File: src/csw_pkg.sv
package csw_pkg;
  // ----------------------------------------------------------------
  // Widths
  // ----------------------------------------------------------------
  localparam int STAMP_W    = 64;
  localparam int STAMP_FIX_W = 56;
  localparam int STAMP_USR_W = 8;
  localparam int ID_W       = 32;
  localparam int NPORT      = 3;
  localparam int CMD_W      = 2;
  localparam int SPACE_W    = 5;

  // ----------------------------------------------------------------
  // Reset values and defaults
  // ----------------------------------------------------------------
  localparam logic [STAMP_USR_W-1:0] STAMP_USR_DEF = 8'h00;
  localparam logic [ID_W-1:0]        USER_VER_DEF  = 32'h0000_0000;
  localparam logic [ID_W-1:0]        WORD_ZERO     = 32'h0000_0000;
  localparam logic [STAMP_W-1:0]     STAMP_ZERO    = 64'h0000_0000_0000_0000;

  // ----------------------------------------------------------------
  // Read targets and commands
  // ----------------------------------------------------------------
  localparam logic [CMD_W-1:0] TGT_SRAM  = 2'h0;
  localparam logic [CMD_W-1:0] TGT_STORE = 2'h1;
  localparam logic [CMD_W-1:0] CMD_ERASE = 2'h0;
  localparam logic [CMD_W-1:0] CMD_PROG  = 2'h1;

  // ----------------------------------------------------------------
  // Wake-up spacing in configuration clock cycles
  // ----------------------------------------------------------------
  localparam logic [SPACE_W-1:0] WAKE_GAP = 5'h01;
  localparam logic [SPACE_W-1:0] GAP_ZERO = 5'h00;

  // Wake-up states
  typedef enum logic [4:0] {
    ST_CONFIG  = 5'b00001,
    ST_RST_REL = 5'b00010,
    ST_WR_REL  = 5'b00100,
    ST_OE_REL  = 5'b01000,
    ST_USER    = 5'b10000
  } csw_wake_e;
endpackage : csw_pkg

File: src/csw_sync_if.sv
`timescale 1ns/1ps
// Level signals that cross into the clock domain and their synced copies
interface csw_sync_if;
  import csw_pkg::*;
  logic [NPORT-1:0] raw;
  logic [NPORT-1:0] synced;
  modport src (output raw, input synced);
  modport dst (input raw, output synced);
endinterface : csw_sync_if

File: src/csw_sync.sv
`timescale 1ns/1ps
module csw_sync
(
  // Clock and reset
  input  wire logic I_CLK,
  input  wire logic I_SYS_RST,
  // Signals
  csw_sync_if.dst   bus
);
  import csw_pkg::*;

  logic [NPORT-1:0] s1_q;
  logic [NPORT-1:0] s2_q;
  logic [NPORT-1:0] s3_q;
  logic [NPORT-1:0] out_q;

  // Three-stage chain; output moves when stages two and three agree
  always_ff @(posedge I_CLK or posedge I_SYS_RST)
  begin
    if (I_SYS_RST)
    begin
      s1_q  <= '0;
      s2_q  <= '0;
      s3_q  <= '0;
      out_q <= '0;
    end
    else
    begin
      s1_q <= bus.raw;
      s2_q <= s1_q;
      s3_q <= s2_q;
      for (int i = 0; i < NPORT; i++)
      begin
        if (s2_q[i] == s3_q[i])
        begin
          out_q[i] <= s3_q[i];
        end
      end
    end
  end

  assign bus.synced = out_q;
endmodule : csw_sync

File: src/csw_top.sv
`timescale 1ns/1ps
// What this block does
// - Fixed 56-bit factory part of die stamp
// - Upper stamp byte from feature row
// - Override identity word when option on
// - Identity word readable on every port
// - Locked memory refuses all readback
// - Each lock guards its own target only
// - Store erase clears lock if I_NONVOLATILE_READBACK_LOCK low, reprogram allowed
// - Fuse rejects SRAM erase and program
// - Wake-up starts when done flag set on last in chain, no error
// - Core reset low during configuration
// - Write block low before wake-up
// - Output enable low blocks outputs only
// - Inputs honoured after done flag
// - Completion pin high only without errors
// - User version word, default zero
module csw_top
  import csw_pkg::*;
#(
  parameter logic [csw_pkg::STAMP_FIX_W-1:0] FACTORY_STAMP = 56'h00_0000_0000_0000, // arbitrary
  parameter logic [csw_pkg::ID_W-1:0]        FACTORY_ID    = 32'h0000_0001          // arbitrary
)
(
  // Clock and reset
  input  wire logic                          I_CLK,
  input  wire logic                          I_SYS_RST,
  // Feature row contents
  input  wire logic [csw_pkg::STAMP_USR_W-1:0] I_STAMP_USER,
  input  wire logic                          I_CUSTOM_IDENTITY_ENABLE,
  input  wire logic [csw_pkg::ID_W-1:0]      I_OVERRIDE_IDENTITY_WORD,
  input  wire logic [csw_pkg::ID_W-1:0]      I_USER_VERSION_WORD,
  input  wire logic                          I_USER_VERSION_VALID,
  input  wire logic                          I_SRAM_READBACK_LOCK,
  input  wire logic                          I_NONVOLATILE_READBACK_LOCK,
  input  wire logic                          I_SRAM_ERASE_PROGRAM_FUSE,
  // Loader status
  input  wire logic                          I_LOAD_DONE,
  input  wire logic                          I_LOAD_ERROR,
  input  wire logic                          I_LAST_IN_CHAIN,
  // Identity reads, one request line per configuration port
  input  wire logic [csw_pkg::NPORT-1:0]     I_ID_READ_REQ,
  output logic [csw_pkg::ID_W-1:0]           O_ID_WORD,
  output logic [csw_pkg::STAMP_W-1:0]        O_UNIQUE_DIE_STAMP,
  output logic [csw_pkg::ID_W-1:0]           O_USER_VERSION_WORD,
  output logic                               O_ID_VALID,
  // Readback requests
  input  wire logic                          I_RDBK_REQ,
  input  wire logic [csw_pkg::CMD_W-1:0]     I_RDBK_TARGET,
  output logic                               O_RDBK_GRANT,
  output logic                               O_RDBK_REFUSE,
  // Erase and program commands
  input  wire logic                          I_CMD_REQ,
  input  wire logic [csw_pkg::CMD_W-1:0]     I_CMD_TARGET,
  input  wire logic [csw_pkg::CMD_W-1:0]     I_CMD_OP,
  output logic                               O_CMD_ACCEPT,
  output logic                               O_CMD_REJECT,
  output logic                               O_STORE_LOCK_CLEAR,
  // Wake-up controls
  output logic                               O_CORE_GLOBAL_RESET_N,
  output logic                               O_GLOBAL_WRITE_BLOCK_N,
  output logic                               O_GLOBAL_OUTPUT_ENABLE_N,
  output logic                               O_INPUT_ACCEPT,
  output logic                               O_CONFIG_COMPLETE_PIN
);
  import csw_pkg::*;

  // ----------------------------------------------------------------
  // Synchroniser for port requests
  // ----------------------------------------------------------------
  csw_sync_if sync_bus ();
  assign sync_bus.raw = I_ID_READ_REQ;

  csw_sync u_sync
  (
    .I_CLK     (I_CLK),
    .I_SYS_RST (I_SYS_RST),
    .bus       (sync_bus)
  );

  logic [NPORT-1:0] req_prev_q;
  logic [ID_W-1:0]  id_word_q;
  logic [STAMP_W-1:0] stamp_q;
  logic [ID_W-1:0]  user_ver_q;
  logic             id_valid_q;
  logic             store_lock_q;
  logic             rdbk_grant_q;
  logic             rdbk_refuse_q;
  logic             cmd_accept_q;
  logic             cmd_reject_q;
  logic             lock_clear_q;
  logic             err_q;
  csw_wake_e        state_q;
  csw_wake_e        state_d;
  logic [SPACE_W-1:0] gap_q;
  logic             rst_n_q;
  logic             wr_n_q;
  logic             oe_n_q;
  logic             inp_q;
  logic             config_complete_pin_q;
  logic             any_rise;

  // ----------------------------------------------------------------
  // Identity words
  // ----------------------------------------------------------------
  // Any port request, rising edge of synced level
  assign any_rise = |(sync_bus.synced & ~req_prev_q);

  // Identity, stamp and version capture on read
  always_ff @(posedge I_CLK or posedge I_SYS_RST)
  begin
    if (I_SYS_RST)
    begin
      req_prev_q <= '0;
      id_word_q  <= WORD_ZERO;
      stamp_q    <= STAMP_ZERO;
      user_ver_q <= USER_VER_DEF;
      id_valid_q <= 1'b0;
    end
    else
    begin
      req_prev_q <= sync_bus.synced;
      id_valid_q <= any_rise;
      if (any_rise)
      begin
        id_word_q  <= I_CUSTOM_IDENTITY_ENABLE ? I_OVERRIDE_IDENTITY_WORD
                                               : FACTORY_ID;
        stamp_q    <= {I_STAMP_USER, FACTORY_STAMP};
        user_ver_q <= I_USER_VERSION_VALID ? I_USER_VERSION_WORD
                                           : USER_VER_DEF;
      end
    end
  end

  // ----------------------------------------------------------------
  // Readback locks
  // ----------------------------------------------------------------
  // Store lock held until the store is erased with I_NONVOLATILE_READBACK_LOCK low
  always_ff @(posedge I_CLK or posedge I_SYS_RST)
  begin
    if (I_SYS_RST)
    begin
      store_lock_q <= 1'b0;
    end
    else if (I_NONVOLATILE_READBACK_LOCK && !lock_clear_q)
    begin
      store_lock_q <= 1'b1;
    end
    else if (I_CMD_REQ && I_CMD_TARGET == TGT_STORE && I_CMD_OP == CMD_ERASE)
    begin
      store_lock_q <= 1'b0;
    end
  end

  // Grant or refuse readback per target
  always_ff @(posedge I_CLK or posedge I_SYS_RST)
  begin
    if (I_SYS_RST)
    begin
      rdbk_grant_q  <= 1'b0;
      rdbk_refuse_q <= 1'b0;
    end
    else
    begin
      rdbk_grant_q  <= 1'b0;
      rdbk_refuse_q <= 1'b0;
      if (I_RDBK_REQ)
      begin
        if ((I_RDBK_TARGET == TGT_SRAM && I_SRAM_READBACK_LOCK) ||
            (I_RDBK_TARGET == TGT_STORE && store_lock_q))
        begin
          rdbk_refuse_q <= 1'b1;
        end
        else
        begin
          rdbk_grant_q <= 1'b1;
        end
      end
    end
  end

  // ----------------------------------------------------------------
  // Erase and program commands
  // ----------------------------------------------------------------
  always_ff @(posedge I_CLK or posedge I_SYS_RST)
  begin
    if (I_SYS_RST)
    begin
      cmd_accept_q <= 1'b0;
      cmd_reject_q <= 1'b0;
      lock_clear_q <= 1'b0;
    end
    else
    begin
      cmd_accept_q <= 1'b0;
      cmd_reject_q <= 1'b0;
      lock_clear_q <= 1'b0;
      if (I_CMD_REQ)
      begin
        if (I_CMD_TARGET == TGT_SRAM && I_SRAM_ERASE_PROGRAM_FUSE)
        begin
          cmd_reject_q <= 1'b1;
        end
        else
        begin
          cmd_accept_q <= 1'b1;
          lock_clear_q <= (I_CMD_TARGET == TGT_STORE) && (I_CMD_OP == CMD_ERASE);
        end
      end
    end
  end

  // ----------------------------------------------------------------
  // Wake-up sequence
  // ----------------------------------------------------------------
  // Next state
  always_comb
  begin
    state_d = state_q;
    case (state_q)
      ST_CONFIG:  if (I_LOAD_DONE && I_LAST_IN_CHAIN && !I_LOAD_ERROR) state_d = ST_RST_REL;
      ST_RST_REL: if (gap_q == GAP_ZERO) state_d = ST_WR_REL;
      ST_WR_REL:  if (gap_q == GAP_ZERO) state_d = ST_OE_REL;
      ST_OE_REL:  state_d = ST_USER;
      ST_USER:    state_d = ST_USER;
      default:    state_d = ST_CONFIG;
    endcase
  end

  // State and spacing counter
  always_ff @(posedge I_CLK or posedge I_SYS_RST)
  begin
    if (I_SYS_RST)
    begin
      state_q <= ST_CONFIG;
      gap_q   <= WAKE_GAP;
    end
    else
    begin
      state_q <= state_d;
      if (state_d != state_q)
      begin
        gap_q <= WAKE_GAP;
      end
      else if (gap_q != GAP_ZERO)
      begin
        gap_q <= gap_q - 1'b1;
      end
    end
  end

  // Sticky load error
  always_ff @(posedge I_CLK or posedge I_SYS_RST)
  begin
    if (I_SYS_RST)
    begin
      err_q <= 1'b0;
    end
    else if (I_LOAD_ERROR)
    begin
      err_q <= 1'b1;
    end
  end

  // Wake-up control outputs
  always_ff @(posedge I_CLK or posedge I_SYS_RST)
  begin
    if (I_SYS_RST)
    begin
      rst_n_q <= 1'b0;
      wr_n_q  <= 1'b0;
      oe_n_q  <= 1'b0;
      inp_q   <= 1'b0;
      config_complete_pin_q <= 1'b0;
    end
    else
    begin
      rst_n_q <= state_q != ST_CONFIG;
      wr_n_q  <= (state_q == ST_WR_REL) || (state_q == ST_OE_REL) ||
                 (state_q == ST_USER);
      oe_n_q  <= (state_q == ST_OE_REL) || (state_q == ST_USER);
      inp_q   <= I_LOAD_DONE;
      config_complete_pin_q <= (state_q == ST_USER) && !err_q;
    end
  end

  // ----------------------------------------------------------------
  // Outputs
  // ----------------------------------------------------------------
  assign O_ID_WORD                = id_word_q;
  assign O_UNIQUE_DIE_STAMP       = stamp_q;
  assign O_USER_VERSION_WORD      = user_ver_q;
  assign O_ID_VALID               = id_valid_q;
  assign O_RDBK_GRANT             = rdbk_grant_q;
  assign O_RDBK_REFUSE            = rdbk_refuse_q;
  assign O_CMD_ACCEPT             = cmd_accept_q;
  assign O_CMD_REJECT             = cmd_reject_q;
  assign O_STORE_LOCK_CLEAR       = lock_clear_q;
  assign O_CORE_GLOBAL_RESET_N    = rst_n_q;
  assign O_GLOBAL_WRITE_BLOCK_N   = wr_n_q;
  assign O_GLOBAL_OUTPUT_ENABLE_N = oe_n_q;
  assign O_INPUT_ACCEPT           = inp_q;
  assign O_CONFIG_COMPLETE_PIN    = config_complete_pin_q;
endmodule : csw_top

File: config.mk
export PLATFORM = sky130hd
export DESIGN_NAME = csw_top
export DESIGN_NICKNAME = d
export VERILOG_FILES = /design/src/csw_pkg.sv /design/src/csw_sync_if.sv /design/src/csw_sync.sv /design/src/csw_top.sv
export SDC_FILE = /design/constraint.sdc
export NUM_CORES = 1
export LEC_CHECK = 0
export BUFFER_PORTS_ARGS = -buffer_cell sky130_fd_sc_hd__clkbuf_2
export CORE_UTILIZATION = 43
export CTS_BUF_LIST = sky130_fd_sc_hd__clkbuf_4
export DETAILED_ROUTE_END_ITERATION = 12
export HOLD_SLACK_MARGIN = 0.05
export PLACE_DENSITY = 0.76
export SLEW_MARGIN = 30
export SYNTH_ARGS = -nofsm -noshare
export SYNTH_HDL_FRONTEND = slang
export SYNTH_SLANG_ARGS = --single-unit
File: constraint.sdc
create_clock -name I_CLK -period 4.2 [get_ports I_CLK]
set_input_delay 0.42 -clock I_CLK [delete_from_list [all_inputs] [get_ports I_CLK]]
set_output_delay 0.42 -clock I_CLK [all_outputs]
set_load 0.005 [all_outputs]
Word level (Yosys, flattened, before mapping)
Cells that the tools add are included.

word-level totals
  register bits = 110
  input bits = 93
  output and inout port bits = 139
  logic and storage cells = 86

cells by class
  add/subtract/negate cells = 1
  eq/ne operators = 12
  muxes and demuxes = 20
  bitwise gates (word level) = 2
  reduce and logical (&&, ||, !) cells = 26

operators by type and width
  cell                                                                     count
  32-bit two-way mux                                                       2
  5-bit two-way mux                                                        5
  5-bit case mux with 4 select lines                                       1
  1-bit two-way mux                                                        12
  1-bit logical AND                                                        10
  2-bit zero test                                                          3
  5-bit by 1-bit == test with 1-bit output, second input constant          1
  5-bit by 2-bit == test with 1-bit output, second input constant          1
  5-bit by 3-bit == test with 1-bit output, second input constant          1
  5-bit by 4-bit == test with 1-bit output, second input constant          1
  5-bit == test, second input constant                                     1
  5-bit zero test                                                          1
  5-bit by 1-bit inequality test with 1-bit output, second input constant  1
  5-bit inequality test                                                    1
  5-bit nonzero test                                                       1
  5-bit by 1-bit subtractor with 5-bit output, second input constant       1
  2-bit by 1-bit == test with 1-bit output, second input constant          2
  1-bit logical OR                                                         4
  2-bit nonzero test                                                       2
  3-bit bitwise AND                                                        1
  1-bit == test                                                            3
  1-bit zero test                                                          3
  3-bit inverter                                                           1
  3-bit OR reduction                                                       1
  2-bit OR reduction                                                       1

Depth between registers and ports, before layout
Gate-level depths: netlist (run 1).

  depth in word-level cells = 6
  mapped depth = 8
  depth with buffers taken out = 6

Cells and area by module
Synthesis (run 1) repeated with hierarchy kept, for this count alone.

second synthesis, totals
  cell total of the unflattened synthesis = 499
  area, all modules = 4813.4 um2

by module, submodules not included
  module    times used  cells an instance  area an instance (um2)  sequential area each (um2)
  csw_top   1           483                4475.5                  2454.9
  csw_sync  1           16                 337.8                   300.3

Worst setup path after synthesis (run 1)
OpenSTA, ideal clock, no wires.

  path kind = register -> register
  from = register gap_q[1]
  to = register gap_q[1]
  arrival time = 1.786 ns
  required time = 4.062 ns
  path slack = 2.276 ns
  cell stages (with the launch flop) = 8
  buffers on the path = 1
  cell sequence = dfrtp_1 inv_1 ha_1 or4b_1 clkbuf_2 a221o_1 a41oi_2 nor4_1

on the way
  longest elaborated chain between the ends = 5
  elaborated cells between the ends (all ways) = 10
  classes of those cells = add/sub (1); eq/ne (1); mux (5); reduce/logical (3)

ends and longest elaborated chain
  element                                                         RTL line                        text
  start, declared                                                 csw_top.sv:95                   logic [SPACE_W-1:0] gap_q;
  start signal, assigned                                          csw_top.sv:247                  gap_q <= gap_q - 1'b1;
  5-bit zero test                                                 csw_top.sv:222, csw_top.sv:223
  5-bit two-way mux (on tied branches)                            csw_top.sv:223, csw_top.sv:222
  5-bit case mux with 4 select lines                              csw_top.sv:220                  case (state_q)
  5-bit inequality test                                           csw_top.sv:241                  if (state_d != state_q)
  5-bit two-way mux / 2-bit nonzero test (equally long branches)  n/a

Parallel ways exist; a longest one is shown, timed or not. The select of a mux whose other input is x is not followed.
A chain may end at the register's enable or synchronous reset.

Worst setup path in the final report (run 1)
  from = register gap_q[1]
  to = register gap_q[2]

Same word-level chain as after synthesis.

==> results of run 1 <==
[sequential cells by signal, indices dropped and copies added, names as in the netlist, 3 cells and up]
signal and cells:
state_q 5, u_sync.s1_q 3, u_sync.s2_q 3, u_sync.s3_q 3, req_prev_q 3, u_sync.bus.synced 3
gap_q 5, O_ID_WORD 32, O_UNIQUE_DIE_STAMP 8, O_USER_VERSION_WORD 32
[worst paths after layout]
| path | end | slack [ns] | cells after the start |
|---|---|---|---|
| min | O_ID_WORD[25] | 0.11 | 2 |
| max reg2reg | gap_q[2] | 2.00 | 6 |
| max | gap_q[2] | 2.00 | 6 |
| min in group I_CLK | O_INPUT_ACCEPT | 0.11 | 1 |
| max in group asynchronous | u_sync.s1_q[0] | 3.05 | 3 |
| min reg2reg | u_sync.s2_q[0] | 0.36 | 0 |
[where the power goes]
part	switching [mW]	internal, mW
Clock	0.353	0.191
Sequential	0.0934	1.21
Combinational	0.322	0.225
Total	0.768	1.62
[final cells by class]
| type | count | share of cell area (%) |
|---|---|---|
| antenna | 1 | 0.0443 |
| clock buffer | 9 | 1.20 |
| clock inverter | 7 | 1.42 |
| inverter | 10 | 0.754 |
| multi-input combinational | 345 | 28.4 |
| sequential | 110 | 48.8 |
| tap | 136 | 3.02 |
| timing repair buffer | 180 | 16.3 |
[cells in the final DEF, fill, tap and decap left out, types with 3 or more instances in the layout]
master,count
clkbuf_2,175
nor2_1,11
nand3_1,65
nand2_1,157
conb_1,56
inv_1,8
clkbuf_4,9
o21ai_0,4
maj3_1,3
nor4_1,9
and3_1,3
xnor2_1,4
dfrtp_1,108
dlygate4sd3_1,3
[kinds of logic (layout without fill, tap and decap cells)]
| logic type | Yosys count | in the layout | synth area share (%) |
|---|---|---|---|
| and+or+nand+nor | 262 | 262 | 24.5 |
| DFF | 110 | 110 | 58.3 |
| buffers and inverters | 94 | 206 | 12.2 |
| AOI/OAI and AO/OA | 14 | 14 | 2.23 |
| xor gates and xnor gates | 6 | 6 | 1.11 |
| adders and majority gates | 5 | 5 | 1.17 |
| muxes | 2 | 2 | 0.424 |
| other | 1 | 57 | 0.0794 |
[routing by layer]
| layer | vias up | track usage [%] | part of all wire, % |
|---|---|---|---|
| met5 | - | 0 | 0 |
| met4 | 0 | 6.56 | 1.7 |
| met3 | 11 | 4.07 | 8.3 |
| met2 | 177 | 29.8 | 48 |
| met1 | 1742 | 21.8 | 42 |
| li1 | 1805 | - | - |
[stage by stage]
stage,utilization [%],instances,total power [mW]
2_1_floorplan,-,549,1.66
3_3_place_gp,51.9,778,1.83
3_5_place_dp,51.9,778,1.87
4_1_cts,53.6,797,2.41
5_1_grt,53.7,797,2.55
6_report,53.7,798,2.39
[worst max-delay path: stages (launching register included)]
cell	delay [ns]
dfrtp_1	0.43
inv_1	0.09
ha_1	0.18
or4b_1	0.61
a221o_1	0.40
a41oi_2	0.28
nor4_1	0.09
==> flow_summary.toml, run 1 <==
[outcome]
outcome = "completed"

[synthesis]
synth-warning-count = 0
synth_top_area_cell = "dfrtp_1"
syn_avg_cell_area_um2 = 9.56
synthArstFlopShare_pct = 100
yosysTopAreaCellShare_pct = 57.2
synth_area_leaders = "dfrtp_1 (57%), nand2_1 (12%), buf_4 (9.1%)"
synth_ff_type = "dfrtp_1"
synth_commonest_cells = "nand2_1 (157), dfrtp_1 (108), nand3_1 (65), buf_4 (57)"
ys_seq_area_share_pct = 58.3
yosysMostFrequentCell = "nand2_1"
synth_seq_cells = 110
yosysUniqueCellTypes = 42
synth_edf_count = 0
synthCells = 494
netlist_area_um2 = 4720

[clocking]
cts_sinks = 110
post_cts_resized = 0
clockRootBuffer = "clkbuf_4"
htreeDepth = 3
cts_setup_buffers = 0
insertion_delay_ns = 0.45
numCtsBuffers = 9
cts_tree = "yes"
clk_path_buf_depth = 2
ctsHoldBuffers = 3
path_clk_slew_ns = 0.18

[detailed_routing]
totalWireLength_mm = 10.2
drt_pass1_iterations = 4
num_vias = 3735
drc_errors = 0
wire_per_inst_um = 12.8
vias_per_cell = 4.68
drtAntennaViolNets = 0
drt_iter0_markers = 342

[floorplanning]
boundaryPins = 232
coreArea_um2 = 10500
initial_core_util_pct = 44.9
die_area_um2 = 11400
die_h_um = 107
die_w_um = 107
rows = 37

[place]
placed_area_um2 = 5460
io_buffers = 175
dp_slack_ns = 2.07
hpwl_mm = 7.20
globalplace.congestion = 0.789

[layout]
fin_area_um2 = 5640
ff_latch_area_um2 = 2760
nNetsFinal = 751
nFillCells = 960
drive_above_1_share_pct = 30.3
area_growth_pct = 19.5
multi_input_area_um2 = 1600

[setup_path]
worst_setup_path_start_kind = "register"
end_kind = "register"
worstPathRequired_ns = 4.51
crit_type = "reg2reg"
crit_path_start = "gap_q[1]"
cp.arrival_ns = 2.51
crit-reg2reg-launch = "gap_q[1]"
cp_max_fo = 7

[sta]
fmax_mhz = 455
setup_tns_ns = 0
hold_violations = 0
min_period_ns = 2.20
finalSetupViolCount = 0
layout_setup_ws_ns = 2.00
finalClockSkew_ns = 0.0290
slew_headroom_pct = 45.9
slew_viol_final = 0
worstMarginPinSlew_ns = 0.811
rsz0062_at_grt = "false"
timing.hold.ws_ns = 0.105
finalCritPeriodShare_pct = 52.4

[power_and_ir_drop]
p_per_area_nw_per_um2 = 424
vdd_drop_max_mv = 0.222
p_leak_nw = 3.26

[grt]
antenna_found_initial = 0
first_global_vias = 3380
grt_usage_pct = 17.6
grt-ovfl-total = 0
grt_pass1_wl_mm = 15.8
grt_start_max_net_pins = 75

[worst_hold_path]
min-delay-path-class = "in2async"

[run]
drv_cap = 0
Note: power is estimated with default switching activity, not from simulation.
==> run 2: changes to the inputs <==
clock period = 2.1 ns   (was 4.2 ns; I/O delays follow)
==> run 2 against run 1 <==
Effect of this change:
- non-clock buffer count up 88
- sequential share of layout area decreased by 7.0 points
- fmax is 8.8% higher
- power grew 110%
- clock skew shrank 0.017 ns
- largest power group unchanged
==> flow_summary.toml, run 2 (same netlist as run 1, synthesis figures left out) <==
[sta]
finalClockSkew_ns = 0.0116
worstMarginPinSlew_ns = 0.706
finalCritPeriodShare_pct = 96.3
finalSetupViolCount = 0
layout_setup_ws_ns = 0.0777
hold_violations = 0
slew_viol_final = 0
min_period_ns = 2.02
rsz0062_at_grt = "false"
setup_tns_ns = 0
fmax_mhz = 494
slew_headroom_pct = 53.0

[layout]
drive_above_1_share_pct = 27.9
mostFrequentLayoutCells = "clkbuf_2 (175), nand2_1 (157), dfrtp_1 (108)"
area_growth_pct = 39.4
mostFrequentLayoutCell = "clkbuf_2"
nNetsFinal = 839
antenna_cells = 0

[floorplanning]
die_h_um = 107
coreArea_um2 = 10500
rows = 37
die_area_um2 = 11400
die_w_um = 107
boundaryPins = 232
initial_core_util_pct = 44.9

[power_and_ir_drop]
internal_power_mw = 3.42
p_comb_share_pct = 26.0
swShare_pct = 32.4
p_per_area_nw_per_um2 = 769
clkPwrFrac_pct = 22.4
p_leak_nw = 3.65
p_sw_mw = 1.64
seqPwrFrac_pct = 51.7
vdd_drop_max_mv = 0.341

[setup_path]
worstPathRequired_ns = 2.43
crit-reg2reg-launch = "gap_q[1]"
end_kind = "register"
crit_type = "reg2reg"
worst_setup_path_start_kind = "register"
cp.arrival_ns = 2.35
crit_path_start = "gap_q[1]"
cp_max_fo = 5

[detailed_routing]
vias_per_cell = 4.72
drc_errors = 0
wire_per_inst_um = 13.8
drt_iter0_markers = 302
drt_pass1_iterations = 6
totalWireLength_mm = 12.2
num_vias = 4179
drtAntennaViolNets = 0

[clocking]
htreeDepth = 3
insertion_delay_ns = 0.45
cts_setup_buffers = 0
clk_path_buf_depth = 2
numCtsBuffers = 9
cts_sinks = 110
cts_tree = "yes"
path_clk_slew_ns = 0.18
clockRootBuffer = "clkbuf_4"

[place]
globalplace.congestion = 0.791
hpwl_mm = 7.31
io_buffers = 175
dp_slack_ns = 0.0109

[grt]
grt_start_max_net_pins = 73
first_global_vias = 4006
grt_pass1_wl_mm = 19.0
grt_usage_pct = 21.3
antenna_found_initial = 0
grt-ovfl-total = 0

[outcome]
outcome = "completed"

[worst_hold_path]
hp-start = "I_SRAM_READBACK_LOCK"
min-delay-path-class = "in2reg"

[run]
drv_cap = 0
[run 2: cell types whose count changed in the layout (fill, tap and decap cells not counted), sizes merged]
cell,previous run,this run
buf,2,6
clkinv,3,0
clkinvlp,0,2
diode,1,0
dlygate4sd3,3,87
inv,13,14
[run 2: cell type report]
cell class                      instances  area (um2)
Tap cell                              136         170
Timing Repair Buffer                  268        1830
Fill cell                             820        3920
Inverter                               10        41.3
Clock inverter                          7        88.8
Sequential cell                       110        2760
Multi-Input combinational cell        345        1630
Clock buffer                            9        67.6
[run 2: path summary, 6_finish.rpt]
| kind | cells past startpoint | end | slack (ns) |
|---|---|---|---|
| min in group asynchronous | 4 | u_sync.s3_q[2] | 0.40 |
| worst max-delay path | 6 | gap_q[4] | 0.08 |
| worst min-delay path | 4 | O_RDBK_GRANT | 0.09 |
| worst max register to register | 6 | gap_q[4] | 0.08 |
| max in group asynchronous | 4 | state_q[0] | 1.29 |
| worst min register to register | 0 | u_sync.s2_q[0] | 0.38 |
[run 2: stage by stage]
stage	power [mW]	instances	area [um2]	hold slack [ns]	utilization [%]
final	5.07	885	6590	0.0852	62.7
after global routing	5.36	885	6590	0.0765	62.7
after CTS	5.07	885	6560	0.0565	62.4
after detailed placement	3.78	782	5520	0.320	52.6
after global placement	3.71	782	5520	0.321	52.6
after floorplan	3.32	549	4930	0.241	-
[run 2: power by group through the flow]
| stage | Combinational [mW] | Sequential (mW) | Clock, mW |
|---|---|---|---|
| after detailed placement | 1.14 | 2.64 | 0 |
| final | 1.31 | 2.62 | 1.13 |
| after CTS | 1.28 | 2.61 | 1.18 |
| after floorplan | 0.688 | 2.63 | 0 |
| after global placement | 1.09 | 2.62 | 0 |
| after global routing | 1.47 | 2.65 | 1.23 |
[run 2: layer usage]
layer / vias to the layer above / GRT usage, % / part of all wire, %
met3: 29 / 3.40 / 6.3
met1: 1974 / 25.3 / 41
met4: 0 / 10.2 / 2.8
met5: - / 0 / 0
met2: 196 / 37.5 / 50
li1: 1980 / - / -
[run 2: critical path: stages, from the launching register on]
cell and delay (ns):
dfrtp_1 0.44, inv_1 0.10, ha_2 0.19, or4b_4 0.47
a221o_1 0.34, a41oi_4 0.27, nor4_2 0.09
[run 2: repair_timing]
item / CTS / global route
setup endpoints to repair: 1 / 5
endpoints found under the hold margin: 191 / 0
hold buffers: 87 / 0
gates resized for setup: 1 / 5
pin swaps: 0 / 1
